===== src/swd_pkg.sv =====
package swd_pkg;

    // ----------------------------------------------------------------
    // register map
    // ----------------------------------------------------------------
    localparam logic [3:0] SWD_OFF_MODE = 4'h0;     // wake_request_mode_control_d
    localparam logic [3:0] SWD_OFF_CLEAR = 4'h4;    // interrupt_request_clear_reg
    localparam logic [3:0] SWD_OFF_STATUS = 4'h8;   // sticky event status
    localparam logic [3:0] SWD_OFF_MASK = 4'hC;     // event mask

    // ----------------------------------------------------------------
    // field layout: source n occupies byte n, lane base = 8*n
    // ----------------------------------------------------------------
    localparam int SWD_NSRC = 4;
    localparam int SWD_POS_EN = 0;
    localparam int SWD_POS_ST = 2;
    localparam int SWD_POS_MODE = 4;
    localparam int SWD_SRC_RMC = 3;
    localparam int SWD_SRC_RTC = 2;
    localparam int SWD_SRC_EXTD = 1;
    localparam int SWD_SRC_USB = 0;

    // ----------------------------------------------------------------
    // reset values and codes
    // ----------------------------------------------------------------
    localparam logic [2:0] SWD_MODE_RST = 3'h2;
    localparam logic [2:0] SWD_MODE_LOW = 3'h0;
    localparam logic [2:0] SWD_MODE_HIGH = 3'h1;
    localparam logic [2:0] SWD_MODE_FALL = 3'h2;
    localparam logic [2:0] SWD_MODE_RISE = 3'h3;
    localparam logic [2:0] SWD_MODE_BOTH = 3'h4;
    localparam logic [1:0] SWD_ST_NONE = 2'h0;
    localparam logic [1:0] SWD_ST_RISE = 2'h1;
    localparam logic [1:0] SWD_ST_FALL = 2'h2;
    localparam logic [1:0] SWD_ST_BOTH = 2'h3;

endpackage


===== src/swd_sync.sv =====
`timescale 1ns/1ps
// two-flop synchroniser for the request pins
module swd_sync #(
    parameter int WIDTH = 4
) (
    input wire logic clk,
    input wire logic rst_n,
    input wire logic [WIDTH-1:0] async_in,
    output logic [WIDTH-1:0] sync_out
);
    typedef struct packed {
        logic [WIDTH-1:0] meta;
        logic [WIDTH-1:0] sync;
    } swd_sync_s;

    swd_sync_s s_q;
    swd_sync_s s_d;

    // refuse a width that the synchroniser cannot serve, at elaboration
    if (WIDTH < 1)
    begin : g_bad_width
        $error("swd_sync: WIDTH must be at least 1");
    end

    // ----------------------------------------------------------------
    // next state
    // ----------------------------------------------------------------
    always_comb
    begin
        s_d.meta = async_in;
        s_d.sync = s_q.meta;
    end

    // state register
    always_ff @(posedge clk or negedge rst_n)
    begin
        if (!rst_n)
        begin
            s_q <= '0;
        end
        else
        begin
            s_q <= s_d;
        end
    end

    assign sync_out = s_q.sync;
endmodule // swd_sync


===== src/swd_detect.sv =====
`timescale 1ns/1ps
// per-source level/edge detector; pure combinational decode on a previous sample
module swd_detect (
    input wire logic [2:0] mode,
    input wire logic cur,
    input wire logic prev,
    output logic hit,
    output logic [1:0] edge_kind
);
    import swd_pkg::*;

    logic rise;
    logic fall;

    // edge and level match for the selected mode
    always_comb
    begin
        rise = cur & ~prev;
        fall = ~cur & prev;
        hit = 1'b0;
        edge_kind = SWD_ST_NONE;
        case (mode)
            SWD_MODE_LOW: hit = ~cur;
            SWD_MODE_HIGH: hit = cur;
            SWD_MODE_FALL: hit = fall;
            SWD_MODE_RISE: hit = rise;
            SWD_MODE_BOTH:
            begin
                hit = rise | fall;
                edge_kind = rise ? SWD_ST_RISE : (fall ? SWD_ST_FALL : SWD_ST_NONE);
            end
            default: hit = 1'b0; // prohibited codes never match
        endcase
    end
endmodule // swd_detect


===== src/swd_wake_ctrl.sv =====
// Design decisions made here: the address-and-strobe port and the register addresses.
`timescale 1ns/1ps
// Functional notes
// - bits 27-26 report remote receiver detected edge: none, rise, fall, both.
// - bits 19-18 report clock calendar detected edge, same coding.
// - input D mode bits 14-12 select low, high, fall, rise or both.
// - bits 11-10 report input D detected edge.
// - USB resume mode bits 6-4 select low, high, fall, rise or both.
// - bits 3-2 report USB resume detected edge.
// - edge status is meaningful only in both-edge mode.
// - in both-edge mode status tells which edge caused the wake.
// - clearing a source request through the clear register clears its status.
module swd_wake_ctrl (
    input wire logic clk,
    input wire logic rst_n,
    input wire logic [3:0] addr,
    input wire logic [31:0] wdata,
    input wire logic wr_stb,
    input wire logic rd_stb,
    output logic [31:0] rdata,
    input wire logic remote_rx_wake_request,
    input wire logic clock_calendar_wake_request,
    input wire logic ext_input_d_wake_request,
    input wire logic usb_resume_wake_request,
    output logic [3:0] wake_req,
    output logic standby_release,
    output logic irq
);
    import swd_pkg::*;

    typedef struct packed {
        logic [3:0][2:0] mode;
        logic [3:0][1:0] st;
        logic [3:0] en;
        logic [3:0] prev;
        logic [3:0] pend;
        logic [3:0] mask;
        logic [3:0] wake;
        logic rel;
        logic irq;
        logic [31:0] rdata;
    } swd_state_s;

    swd_state_s s_q;
    swd_state_s s_d;
    logic [3:0] req_sync;
    logic [3:0] hit;
    logic [3:0][1:0] kind;
    logic [3:0] clr;

    // pack the mode control word from the per-source fields
    function automatic logic [31:0] swd_pack_mode(input swd_state_s s);
        logic [31:0] w;
        w = '0;
        for (int n = 0; n < SWD_NSRC; n++)
        begin
            w[8*n+SWD_POS_MODE +: 3] = s.mode[n];
            w[8*n+SWD_POS_ST +: 2] = s.st[n];
            w[8*n+SWD_POS_EN] = s.en[n];
        end
        return w;
    endfunction

    // ----------------------------------------------------------------
    // input synchronisation and detection
    // ----------------------------------------------------------------
    swd_sync #(
        .WIDTH(4)
    ) u_sync (
        .clk(clk),
        .rst_n(rst_n),
        .async_in({remote_rx_wake_request, clock_calendar_wake_request,
                   ext_input_d_wake_request, usb_resume_wake_request}),
        .sync_out(req_sync)
    );

    // one detector per source
    for (genvar g = 0; g < SWD_NSRC; g++)
    begin : g_det
        swd_detect u_det (
            .mode(s_q.mode[g]),
            .cur(req_sync[g]),
            .prev(s_q.prev[g]),
            .hit(hit[g]),
            .edge_kind(kind[g])
        );
    end

    // clear register decode: one source per written code, reserved codes ignored
    always_comb
    begin
        clr = '0;
        if (wr_stb && addr == SWD_OFF_CLEAR && wdata[4:2] == 3'h0)
        begin
            clr[wdata[1:0]] = 1'b1;
        end
    end

    // ----------------------------------------------------------------
    // next state
    // ----------------------------------------------------------------
    always_comb
    begin
        s_d = s_q;
        s_d.prev = req_sync;
        // mode word write; reserved and status bits are not stored
        if (wr_stb && addr == SWD_OFF_MODE)
        begin
            for (int n = 0; n < SWD_NSRC; n++)
            begin
                s_d.mode[n] = wdata[8*n+SWD_POS_MODE +: 3];
                s_d.en[n] = wdata[8*n+SWD_POS_EN];
            end
        end
        if (wr_stb && addr == SWD_OFF_MASK)
        begin
            s_d.mask = wdata[3:0];
        end
        // requests: clear loses to a new hit in the same cycle
        for (int n = 0; n < SWD_NSRC; n++)
        begin
            if (clr[n])
            begin
                s_d.st[n] = SWD_ST_NONE;
                s_d.pend[n] = 1'b0;
            end
            if (hit[n] && s_q.en[n])
            begin
                s_d.pend[n] = 1'b1;
                if (s_q.mode[n] == SWD_MODE_BOTH)
                begin
                    s_d.st[n] = s_q.st[n] | kind[n];
                end
            end
        end
        // write-one-to-clear on the sticky status copy is the same pend bits
        if (wr_stb && addr == SWD_OFF_STATUS)
        begin
            for (int n = 0; n < SWD_NSRC; n++)
            begin
                if (wdata[n] && !(hit[n] && s_q.en[n]))
                begin
                    s_d.pend[n] = 1'b0;
                end
            end
        end
        s_d.wake = s_d.pend;
        s_d.rel = |s_d.pend;
        s_d.irq = |(s_d.pend & s_d.mask);
        // read data stands one cycle after the strobe
        s_d.rdata = '0;
        if (rd_stb)
        begin
            case (addr)
                SWD_OFF_MODE: s_d.rdata = swd_pack_mode(s_q);
                SWD_OFF_STATUS: s_d.rdata = {28'h0000000, s_q.pend};
                SWD_OFF_MASK: s_d.rdata = {28'h0000000, s_q.mask};
                default: s_d.rdata = '0;
            endcase
        end
    end

    // state register
    always_ff @(posedge clk or negedge rst_n)
    begin
        if (!rst_n)
        begin
            s_q <= '0;
            for (int n = 0; n < SWD_NSRC; n++)
            begin
                s_q.mode[n] <= SWD_MODE_RST;
            end
        end
        else
        begin
            s_q <= s_d;
        end
    end

    assign rdata = s_q.rdata;
    assign wake_req = s_q.wake;
    assign standby_release = s_q.rel;
    assign irq = s_q.irq;

    // ----------------------------------------------------------------
    // assertions
    // ----------------------------------------------------------------
    a_status_needs_both: assert property (@(posedge clk) disable iff (!rst_n)
        (s_q.st[0] != 2'h0) |-> (s_q.mode[0] == SWD_MODE_BOTH || $past(s_q.mode[0]) == SWD_MODE_BOTH
        || $past(s_q.st[0]) != 2'h0))
        else $error("usb status set outside both-edge mode");
    a_rise_recorded: assert property (@(posedge clk) disable iff (!rst_n)
        (hit[1] && s_q.en[1] && s_q.mode[1] == SWD_MODE_BOTH && req_sync[1]) |=> s_q.st[1][0])
        else $error("input d rising edge not recorded");
    a_clear_status: assert property (@(posedge clk) disable iff (!rst_n)
        (clr[2] && !hit[2]) |=> (s_q.st[2] == 2'h0 && !s_q.pend[2]))
        else $error("clock calendar status not cleared");
    a_disabled_quiet: assert property (@(posedge clk) disable iff (!rst_n)
        (!s_q.en[3] && !s_q.pend[3] && !clr[3]) |=> !s_q.pend[3])
        else $error("disabled remote request latched");
    a_enable_hit: assert property (@(posedge clk) disable iff (!rst_n)
        (hit[0] && s_q.en[0]) |=> wake_req[0])
        else $error("enabled usb wake not forwarded");
    a_reserved_zero: assert property (@(posedge clk) disable iff (!rst_n)
        $past(rd_stb) && $past(addr) == SWD_OFF_MODE |-> (rdata[31] == 1'b0 && rdata[23] == 1'b0
        && rdata[15] == 1'b0 && rdata[7] == 1'b0 && rdata[25] == 1'b0 && rdata[17] == 1'b0
        && rdata[9] == 1'b0 && rdata[1] == 1'b0))
        else $error("reserved mode bits read nonzero");
    a_status_field: assert property (@(posedge clk) disable iff (!rst_n)
        $past(rd_stb) && $past(addr) == SWD_OFF_MODE |-> rdata[27:26] == $past(s_q.st[3]))
        else $error("remote edge status misplaced");
    a_irq_mask: assert property (@(posedge clk) disable iff (!rst_n)
        irq == |(wake_req & s_q.mask))
        else $error("irq does not follow unmasked status");
    a_mode_write: assert property (@(posedge clk) disable iff (!rst_n)
        (wr_stb && addr == SWD_OFF_MODE) |=> s_q.mode[1] == $past(wdata[14:12]))
        else $error("input d mode not stored");

    // ----------------------------------------------------------------
    // read port and edge status placement
    // ----------------------------------------------------------------
    // read data stands one cycle, then returns to zero
    a_rdata_idle: assert property (@(posedge clk) disable iff (!rst_n)
        !$past(rd_stb) |-> rdata == 32'h00000000)
        else $error("read data outside its cycle");
    // calendar detected edge sits in bits 19-18
    a_calendar_field: assert property (@(posedge clk) disable iff (!rst_n)
        $past(rd_stb) && $past(addr) == SWD_OFF_MODE |-> rdata[19:18] == $past(s_q.st[2]))
        else $error("calendar edge status misplaced");
    // input d detected edge sits in bits 11-10
    a_input_d_field: assert property (@(posedge clk) disable iff (!rst_n)
        $past(rd_stb) && $past(addr) == SWD_OFF_MODE |-> rdata[11:10] == $past(s_q.st[1]))
        else $error("input d edge status misplaced");
    // usb resume detected edge sits in bits 3-2
    a_usb_field: assert property (@(posedge clk) disable iff (!rst_n)
        $past(rd_stb) && $past(addr) == SWD_OFF_MODE |-> rdata[3:2] == $past(s_q.st[0]))
        else $error("usb edge status misplaced");

    // ----------------------------------------------------------------
    // detection and status
    // ----------------------------------------------------------------
    // both-edge mode: a falling edge lands in the upper status bit
    a_fall_recorded: assert property (@(posedge clk) disable iff (!rst_n)
        (hit[0] && s_q.en[0] && s_q.mode[0] == SWD_MODE_BOTH && !req_sync[0]) |=> s_q.st[0][1])
        else $error("usb falling edge not recorded");
    // status only grows while the source sits in both-edge mode
    a_status_gate: assert property (@(posedge clk) disable iff (!rst_n)
        (s_q.st[1] != 2'h0 && s_q.st[1] != $past(s_q.st[1])) |-> $past(s_q.mode[1]) == SWD_MODE_BOTH)
        else $error("input d status set outside both-edge mode");
    // clear register wipes input d status and request
    a_clear_input_d: assert property (@(posedge clk) disable iff (!rst_n)
        (clr[1] && !hit[1]) |=> (s_q.st[1] == SWD_ST_NONE && !s_q.pend[1]))
        else $error("input d status not cleared");
    // clear register wipes usb status and request
    a_clear_usb: assert property (@(posedge clk) disable iff (!rst_n)
        (clr[0] && !hit[0]) |=> (s_q.st[0] == SWD_ST_NONE && !s_q.pend[0]))
        else $error("usb status not cleared");
    // a clear register write leaves the mode word alone
    a_clear_keeps_mode: assert property (@(posedge clk) disable iff (!rst_n)
        (wr_stb && addr == SWD_OFF_CLEAR) |=> ($stable(s_q.mode) && $stable(s_q.en)))
        else $error("clear write disturbed mode word");

    // ----------------------------------------------------------------
    // requests, registers and outputs
    // ----------------------------------------------------------------
    // write-one-to-clear on the status copy drops the request
    a_status_w1c: assert property (@(posedge clk) disable iff (!rst_n)
        (wr_stb && addr == SWD_OFF_STATUS && wdata[3] && !hit[3]) |=> !s_q.pend[3])
        else $error("remote status not cleared by write");
    // a pending request holds until software clears it
    a_pend_sticky: assert property (@(posedge clk) disable iff (!rst_n)
        (s_q.pend[1] && !clr[1] && !(wr_stb && addr == SWD_OFF_STATUS && wdata[1])) |=> s_q.pend[1])
        else $error("input d request dropped by itself");
    // release output is the or of all pending requests
    a_release_any: assert property (@(posedge clk) disable iff (!rst_n)
        standby_release == |wake_req)
        else $error("standby release does not follow requests");
    // mask register keeps the written low nibble
    a_mask_write: assert property (@(posedge clk) disable iff (!rst_n)
        (wr_stb && addr == SWD_OFF_MASK) |=> s_q.mask == $past(wdata[3:0]))
        else $error("mask not stored");
    // calendar enable follows the mode word write
    a_enable_write: assert property (@(posedge clk) disable iff (!rst_n)
        (wr_stb && addr == SWD_OFF_MODE) |=> s_q.en[2] == $past(wdata[16]))
        else $error("calendar enable not stored");
    // usb resume mode follows the mode word write
    a_usb_mode_write: assert property (@(posedge clk) disable iff (!rst_n)
        (wr_stb && addr == SWD_OFF_MODE) |=> s_q.mode[0] == $past(wdata[6:4]))
        else $error("usb mode not stored");

    // ----------------------------------------------------------------
    // coverage of the main scenarios
    // ----------------------------------------------------------------
    c_both_wake: cover property (@(posedge clk) disable iff (!rst_n) s_q.st[1] == SWD_ST_BOTH);
    c_irq: cover property (@(posedge clk) disable iff (!rst_n) $rose(irq));
    c_clear: cover property (@(posedge clk) disable iff (!rst_n) clr[0] && s_q.pend[0]);
    c_level_wake: cover property (@(posedge clk) disable iff (!rst_n)
        hit[1] && s_q.en[1] && s_q.mode[1] == SWD_MODE_LOW);
    c_status_w1c: cover property (@(posedge clk) disable iff (!rst_n)
        wr_stb && addr == SWD_OFF_STATUS && s_q.pend[3]);
endmodule // swd_wake_ctrl


===== config.mk =====
export PLATFORM = sky130hd
export DESIGN_NAME = swd_wake_ctrl
export DESIGN_NICKNAME = d
export VERILOG_FILES = /design/src/swd_pkg.sv /design/src/swd_sync.sv /design/src/swd_detect.sv /design/src/swd_wake_ctrl.sv
export SDC_FILE = /design/constraint.sdc
export NUM_CORES = 1
export LEC_CHECK = 0
export ABC_AREA = 1
export BUFFER_PORTS_ARGS = -buffer_cell sky130_fd_sc_hd__buf_4
export CAP_MARGIN = 20
export CORE_MARGIN = 1
export CORE_UTILIZATION = 55
export DETAILED_ROUTE_END_ITERATION = 8
export HOLD_SLACK_MARGIN = 0.15
export MAX_ROUTING_LAYER = met4
export PLACE_DENSITY = 0.82
export REMOVE_ABC_BUFFERS = 1
export SYNTH_ARGS = -nofsm -noshare
export SYNTH_HDL_FRONTEND = slang
export SYNTH_HIERARCHICAL = 1
export SYNTH_SLANG_ARGS = --single-unit

===== constraint.sdc =====
create_clock -name clk -period 2.1 [get_ports clk]
set_input_delay 0.42 -clock clk [delete_from_list [all_inputs] [get_ports clk]]
set_output_delay 0.42 -clock clk [all_outputs]
set_load 0.05 [all_outputs]

Yosys cells after proc, flatten, opt, wreduce, memory -nomap -nowiden
Index checks and enable logic that the tools add are counted.
{"block": "totals", "in_bits": 44, "elab_cells": 136, "reg_bits": 78, "out_inout_bits": 38}
{"block": "classes", "magnitude_cmp": 2, "bitwise": 25, "eq_ne": 19, "mux": 47, "n_reduce_logical": 26}
{"cell": "31-bit case mux with 3 select lines", "count": 1}
{"cell": "2-bit 2-to-1 mux", "count": 24}
{"cell": "31-bit 2-to-1 mux", "count": 1}
{"cell": "3-bit by 2-bit equality test with 1-bit output, second input constant", "count": 8}
{"cell": "1-bit case mux with 5 select lines", "count": 4}
{"cell": "3-bit logical NOT", "count": 5}
{"cell": "1-bit logical AND", "count": 14}
{"cell": "1-bit 2-to-1 mux", "count": 13}
{"cell": "3-bit by 1-bit equality test with 1-bit output, second input constant", "count": 4}
{"cell": "3-bit equality test, second input constant", "count": 4}
{"cell": "4-bit 2-to-1 mux", "count": 3}
{"cell": "1-bit AND", "count": 8}
{"cell": "4-bit equality test, second input constant", "count": 2}
{"cell": "1-bit inverter", "count": 8}
{"cell": "2-bit OR", "count": 4}
{"cell": "4-bit OR reduction", "count": 2}
{"cell": "4-bit AND", "count": 1}
{"cell": "4-bit by 3-bit equality test with 1-bit output, second input constant", "count": 1}
{"cell": "1-bit logical NOT", "count": 4}
{"cell": "4-bit logical NOT", "count": 1}
{"cell": "1-bit OR", "count": 4}
{"cell": "2-bit by 3-bit less-than comparator with 1-bit output, second input constant", "count": 1}
{"cell": "1-bit demux with 2-bit select", "count": 1}
{"cell": "2-bit by 1-bit >= comparator with 1-bit output, second input constant", "count": 1}

Longest topological paths before layout
{"block": "logic_depth", "depth_word": 11, "ltp_mapped": 12}

Cells and area by module
Netlist, hierarchy kept.
{"module": "swd_wake_ctrl", "cells_per_inst": 296, "seq_area_each_um2": 1581.5, "n_inst": 1, "area_per_inst_um2": 2716.4}
{"module": "swd_detect", "cells_per_inst": 22, "seq_area_each_um2": 0.0, "n_inst": 4, "area_per_inst_um2": 121.4}
{"module": "swd_sync", "cells_per_inst": 8, "seq_area_each_um2": 200.2, "n_inst": 1, "area_per_inst_um2": 200.2}

Worst setup path after synthesis
OpenSTA, ideal clock, no wires.
{"block": "synth_path", "path_kind": "register -> register", "from": "reg u_sync.s_q, in the netlist u_sync/sync_out[0]", "to": "reg s_q, in the netlist irq", "required_time_ns": 2.035, "period_less_slack_ns": 1.385, "slack_ns": 0.715, "arrival_time_ns": 1.320, "stages_incl_launch_ff": 11, "setup_time_ns": 0.065, "cell_sequence": "dfrtp_1 inv_1 ha_1 or2_1 nand2_1 nand2_1 nand2_1 nand2_1 nand2_1 clkinv_1 nand2_1"}
{"element": "start: declaration", "line": "swd_sync.sv:16", "text": "swd_sync_s s_q;"}
{"element": "start signal: assignment", "line": "swd_sync.sv:39", "text": "s_q <= '0;"}
{"element": "start signal: assignment", "line": "swd_sync.sv:43", "text": "s_q <= s_d;"}
{"element": "end: declaration", "line": "swd_wake_ctrl.sv:44", "text": "swd_state_s s_q;"}

==> results.toml <==
[sta]
hold_viol_final = 0
fmax_ghz = 0.6216
slew_viol_final = 0
finalSetupViolCount = 0
rsz0062_at_grt = "false"
fin_crit_sh = 0.7661
period_minus_slack_ns = 1.609
fin_skew_ns = 0.006490
setup_tns_ns = 0

[floorplan]
std_cell_rows = 28
core_area_mm2 = 0.005956
die_y_um = 80.65
boundaryPins = 82
design.die.area_mm2 = 0.006504
start_util = 0.5712
dieWidth_um = 80.65

[layout]
layout_common_cells = "nand2_1 (69), dfrtp_1 (67), buf_4 (64)"
drive_above_1_share = 0.2318
nNetsFinal = 491
multi_input_area_mm2 = 0.001114
insertedDiodeCount = 0
final.fill_count = 516
final_common_cell = "nand2_1"
instances_no_fill = 515
ff_latch_area_mm2 = 0.001782
area_growth_syn_to_layout_pct = 16.92

[detailed_routing]
vias = 2530
ant_nets = 0
wl_per_cell_um = 12.57
vias_per_cell = 4.913
drcViolationCount = 0
totalWireLength_mm = 6.473
drt-pass1-iter-count = 4
first_iter_violations = 151

[cts]
h-tree-depth = 3
clock-sinks = 71
numCtsBuffers = 9
cts.clk_slew.worst_paths_ns = 0.07
cts_setup_buffers = 0
clock_tree.root_cell = "clkbuf_8"
tritoncts = "done"
post_cts_resized = 0
clock_path_buffers = 2
hold_buffers = 2
clk_latency_ns = 0.35

[global_route]
track_usage = 0.2389
grt-busiest-layer = "met2"
grt_use_met2 = 0.3780
grt_pass1_vias = 2487
antenna_found_initial = 0
grt_overflow = 0
grt_util_met1 = 0.2804
use_met3 = 0.07500
grt_pass1_wl_mm = 10.98
grt_start_max_net_pins = 36

[outcome]
status = "finished, final reports clean"

[power_and_ir_drop]
p_comb_frac = 0.198
p_per_area_mw_per_mm2 = 904.8
p_leak_uw = 0.002193
ir_drop_mv = 0.5623
p_clk_frac = 0.345
p_switching_uw = 1109
p_int_uw = 2490
seqPwrFrac = 0.457
swShare = 0.3081

[setup_path]
crit_type = "reg -> reg"
critPathMaxFanout = 4
worst_ep_required_time_ns = 2.38
startpoint = "u_sync/sync_out[0]"
cp-end-kind = "flip-flop"
r2r_start = "u_sync/sync_out[0]"
startpoint_type = "flip-flop"
crit_arrival_ns = 1.89

[yosys]
syn_area_mm2 = 0.003402
yosysWarnings = 6
syn_avg_cell_area_um2 = 8.679
synthDominantCellAreaShare = 0.4928
yosysTopAreaCell = "dfrtp_1"
ys_ff_latch = 71
synth_area_leaders = "dfrtp_1 (49%), buf_4 (7.9%), nand2_1 (7.6%), nor2_1 (6.1%), inv_1 (5.7%)"
synth.distinct_cells = 27
syn_inst = 392
ys_seq_area_frac = 0.5237

[placed_design]
io_buffers = 61
dp.cells = 497
dp_hpwl_mm = 4.727
gp_congestion = 0.9395

[run]
timing.max_cap.violations = 0

[hold_path]
min_path_type = "in -> reg"
hold_start = "clock_calendar_wake_request"
## logic make-up (layout without fill, tap and decap cells)
| family | after synthesis | after routing | synth area share |
|---|---|---|---|
| DFF | 71 | 71 | 0.5237 |
| and+or+nand+nor | 169 | 169 | 0.2188 |
| buffers and inverters | 104 | 146 | 0.1556 |
| adders and majority gates | 12 | 12 | 0.04413 |
| AOI/OAI and AO/OA | 35 | 35 | 0.05664 |
| other | 1 | 7 | 0.001102 |
## area by class of cell
| cell class | instances | area share |
|---|---|---|
| Clock buffer | 12 | 0.03901 |
| Multi-Input combinational cell | 223 | 0.2800 |
| Clock inverter | 4 | 0.01919 |
| Sequential cell | 71 | 0.4479 |
| Inverter | 63 | 0.05945 |
| Timing Repair Buffer | 67 | 0.1309 |
| Tap cell | 75 | 0.02359 |
## registers in the layout (all words and copies together), names as in the netlist
name             count
wake_req             4
standby_release      1
s_q                 32
u_sync/sync_out      4
irq                  1
rdata               25
u_sync/s_d           4
## final timing paths
check	endpoint	slack (ns)	cells past startpoint
hold / removal	u_sync/s_d[2]	0.18	1
min in group asynchronous	rdata[5]	0.50	2
hold reg to reg	u_sync/sync_out[2]	0.35	0
setup / recovery	irq	0.49	10
max in group asynchronous	s_q[66]	1.03	3
setup reg to reg	irq	0.49	10
## cells in the mapped netlist
master	instances
nor2_1	55
o21ai_0	12
clkbuf_1	2
o21ai_1	4
nor3_2	1
nand2_1	69
dfrtp_1	67
buf_4	36
nor3_1	4
nand2_2	3
conb_1	1
nand3_2	4
o21ai_2	2
nand3_1	22
buf_2	3
nand3b_1	1
clkinv_1	5
nand4_1	4
inv_2	6
a21boi_0	1
or2_1	4
a21oi_1	14
ha_1	12
dfstp_2	4
nor2_4	2
inv_1	52
a22o_1	2
## per-layer routing
layer | part of all wire | vias up
met5 | 0 | -
met4 | 0.017 | 0
met3 | 0.057 | 12
met2 | 0.49 | 76
met1 | 0.43 | 1197
li1 | - | 1245
## worst max-delay path: stages, from the launching register on
cell      delay, ns
dfrtp_1        0.43
inv_1          0.11
ha_1           0.29
or2_1          0.22
nand2_1        0.07
nand2_1        0.07
nand2_1        0.12
nand2_1        0.07
nand2_1        0.07
clkinv_1       0.05
nand2_1        0.06
## through the flow
| step | hold WS (ns) | instance area, um^2 | util | setup slack, ns | power [uW] |
|---|---|---|---|---|---|
| 4_1_cts | 0.1517 | 3978 | 0.6679 | 0.4686 | 3639 |
| 3_3_place_gp | 0.3166 | 3726 | 0.6256 | 0.5039 | 2350 |
| 2_1_floorplan | 0.1244 | 3132 | - | 0.5079 | 2119 |
| 3_5_place_dp | 0.3213 | 3726 | 0.6256 | 0.4898 | 2380 |
| 5_1_grt | 0.1501 | 3978 | 0.6679 | 0.3812 | 3790 |
| 6_report | 0.1751 | 3978 | 0.6679 | 0.4911 | 3599 |
## power by group through the flow
stage	clock [uW]	sequential, uW	combinational, uW
6_report	1240	1650	711
5_1_grt	1330	1670	795
3_3_place_gp	0	1660	686
4_1_cts	1280	1650	716
2_1_floorplan	0	1790	326
3_5_place_dp	0	1670	710
Note: power is estimated with default switching activity, not from simulation.
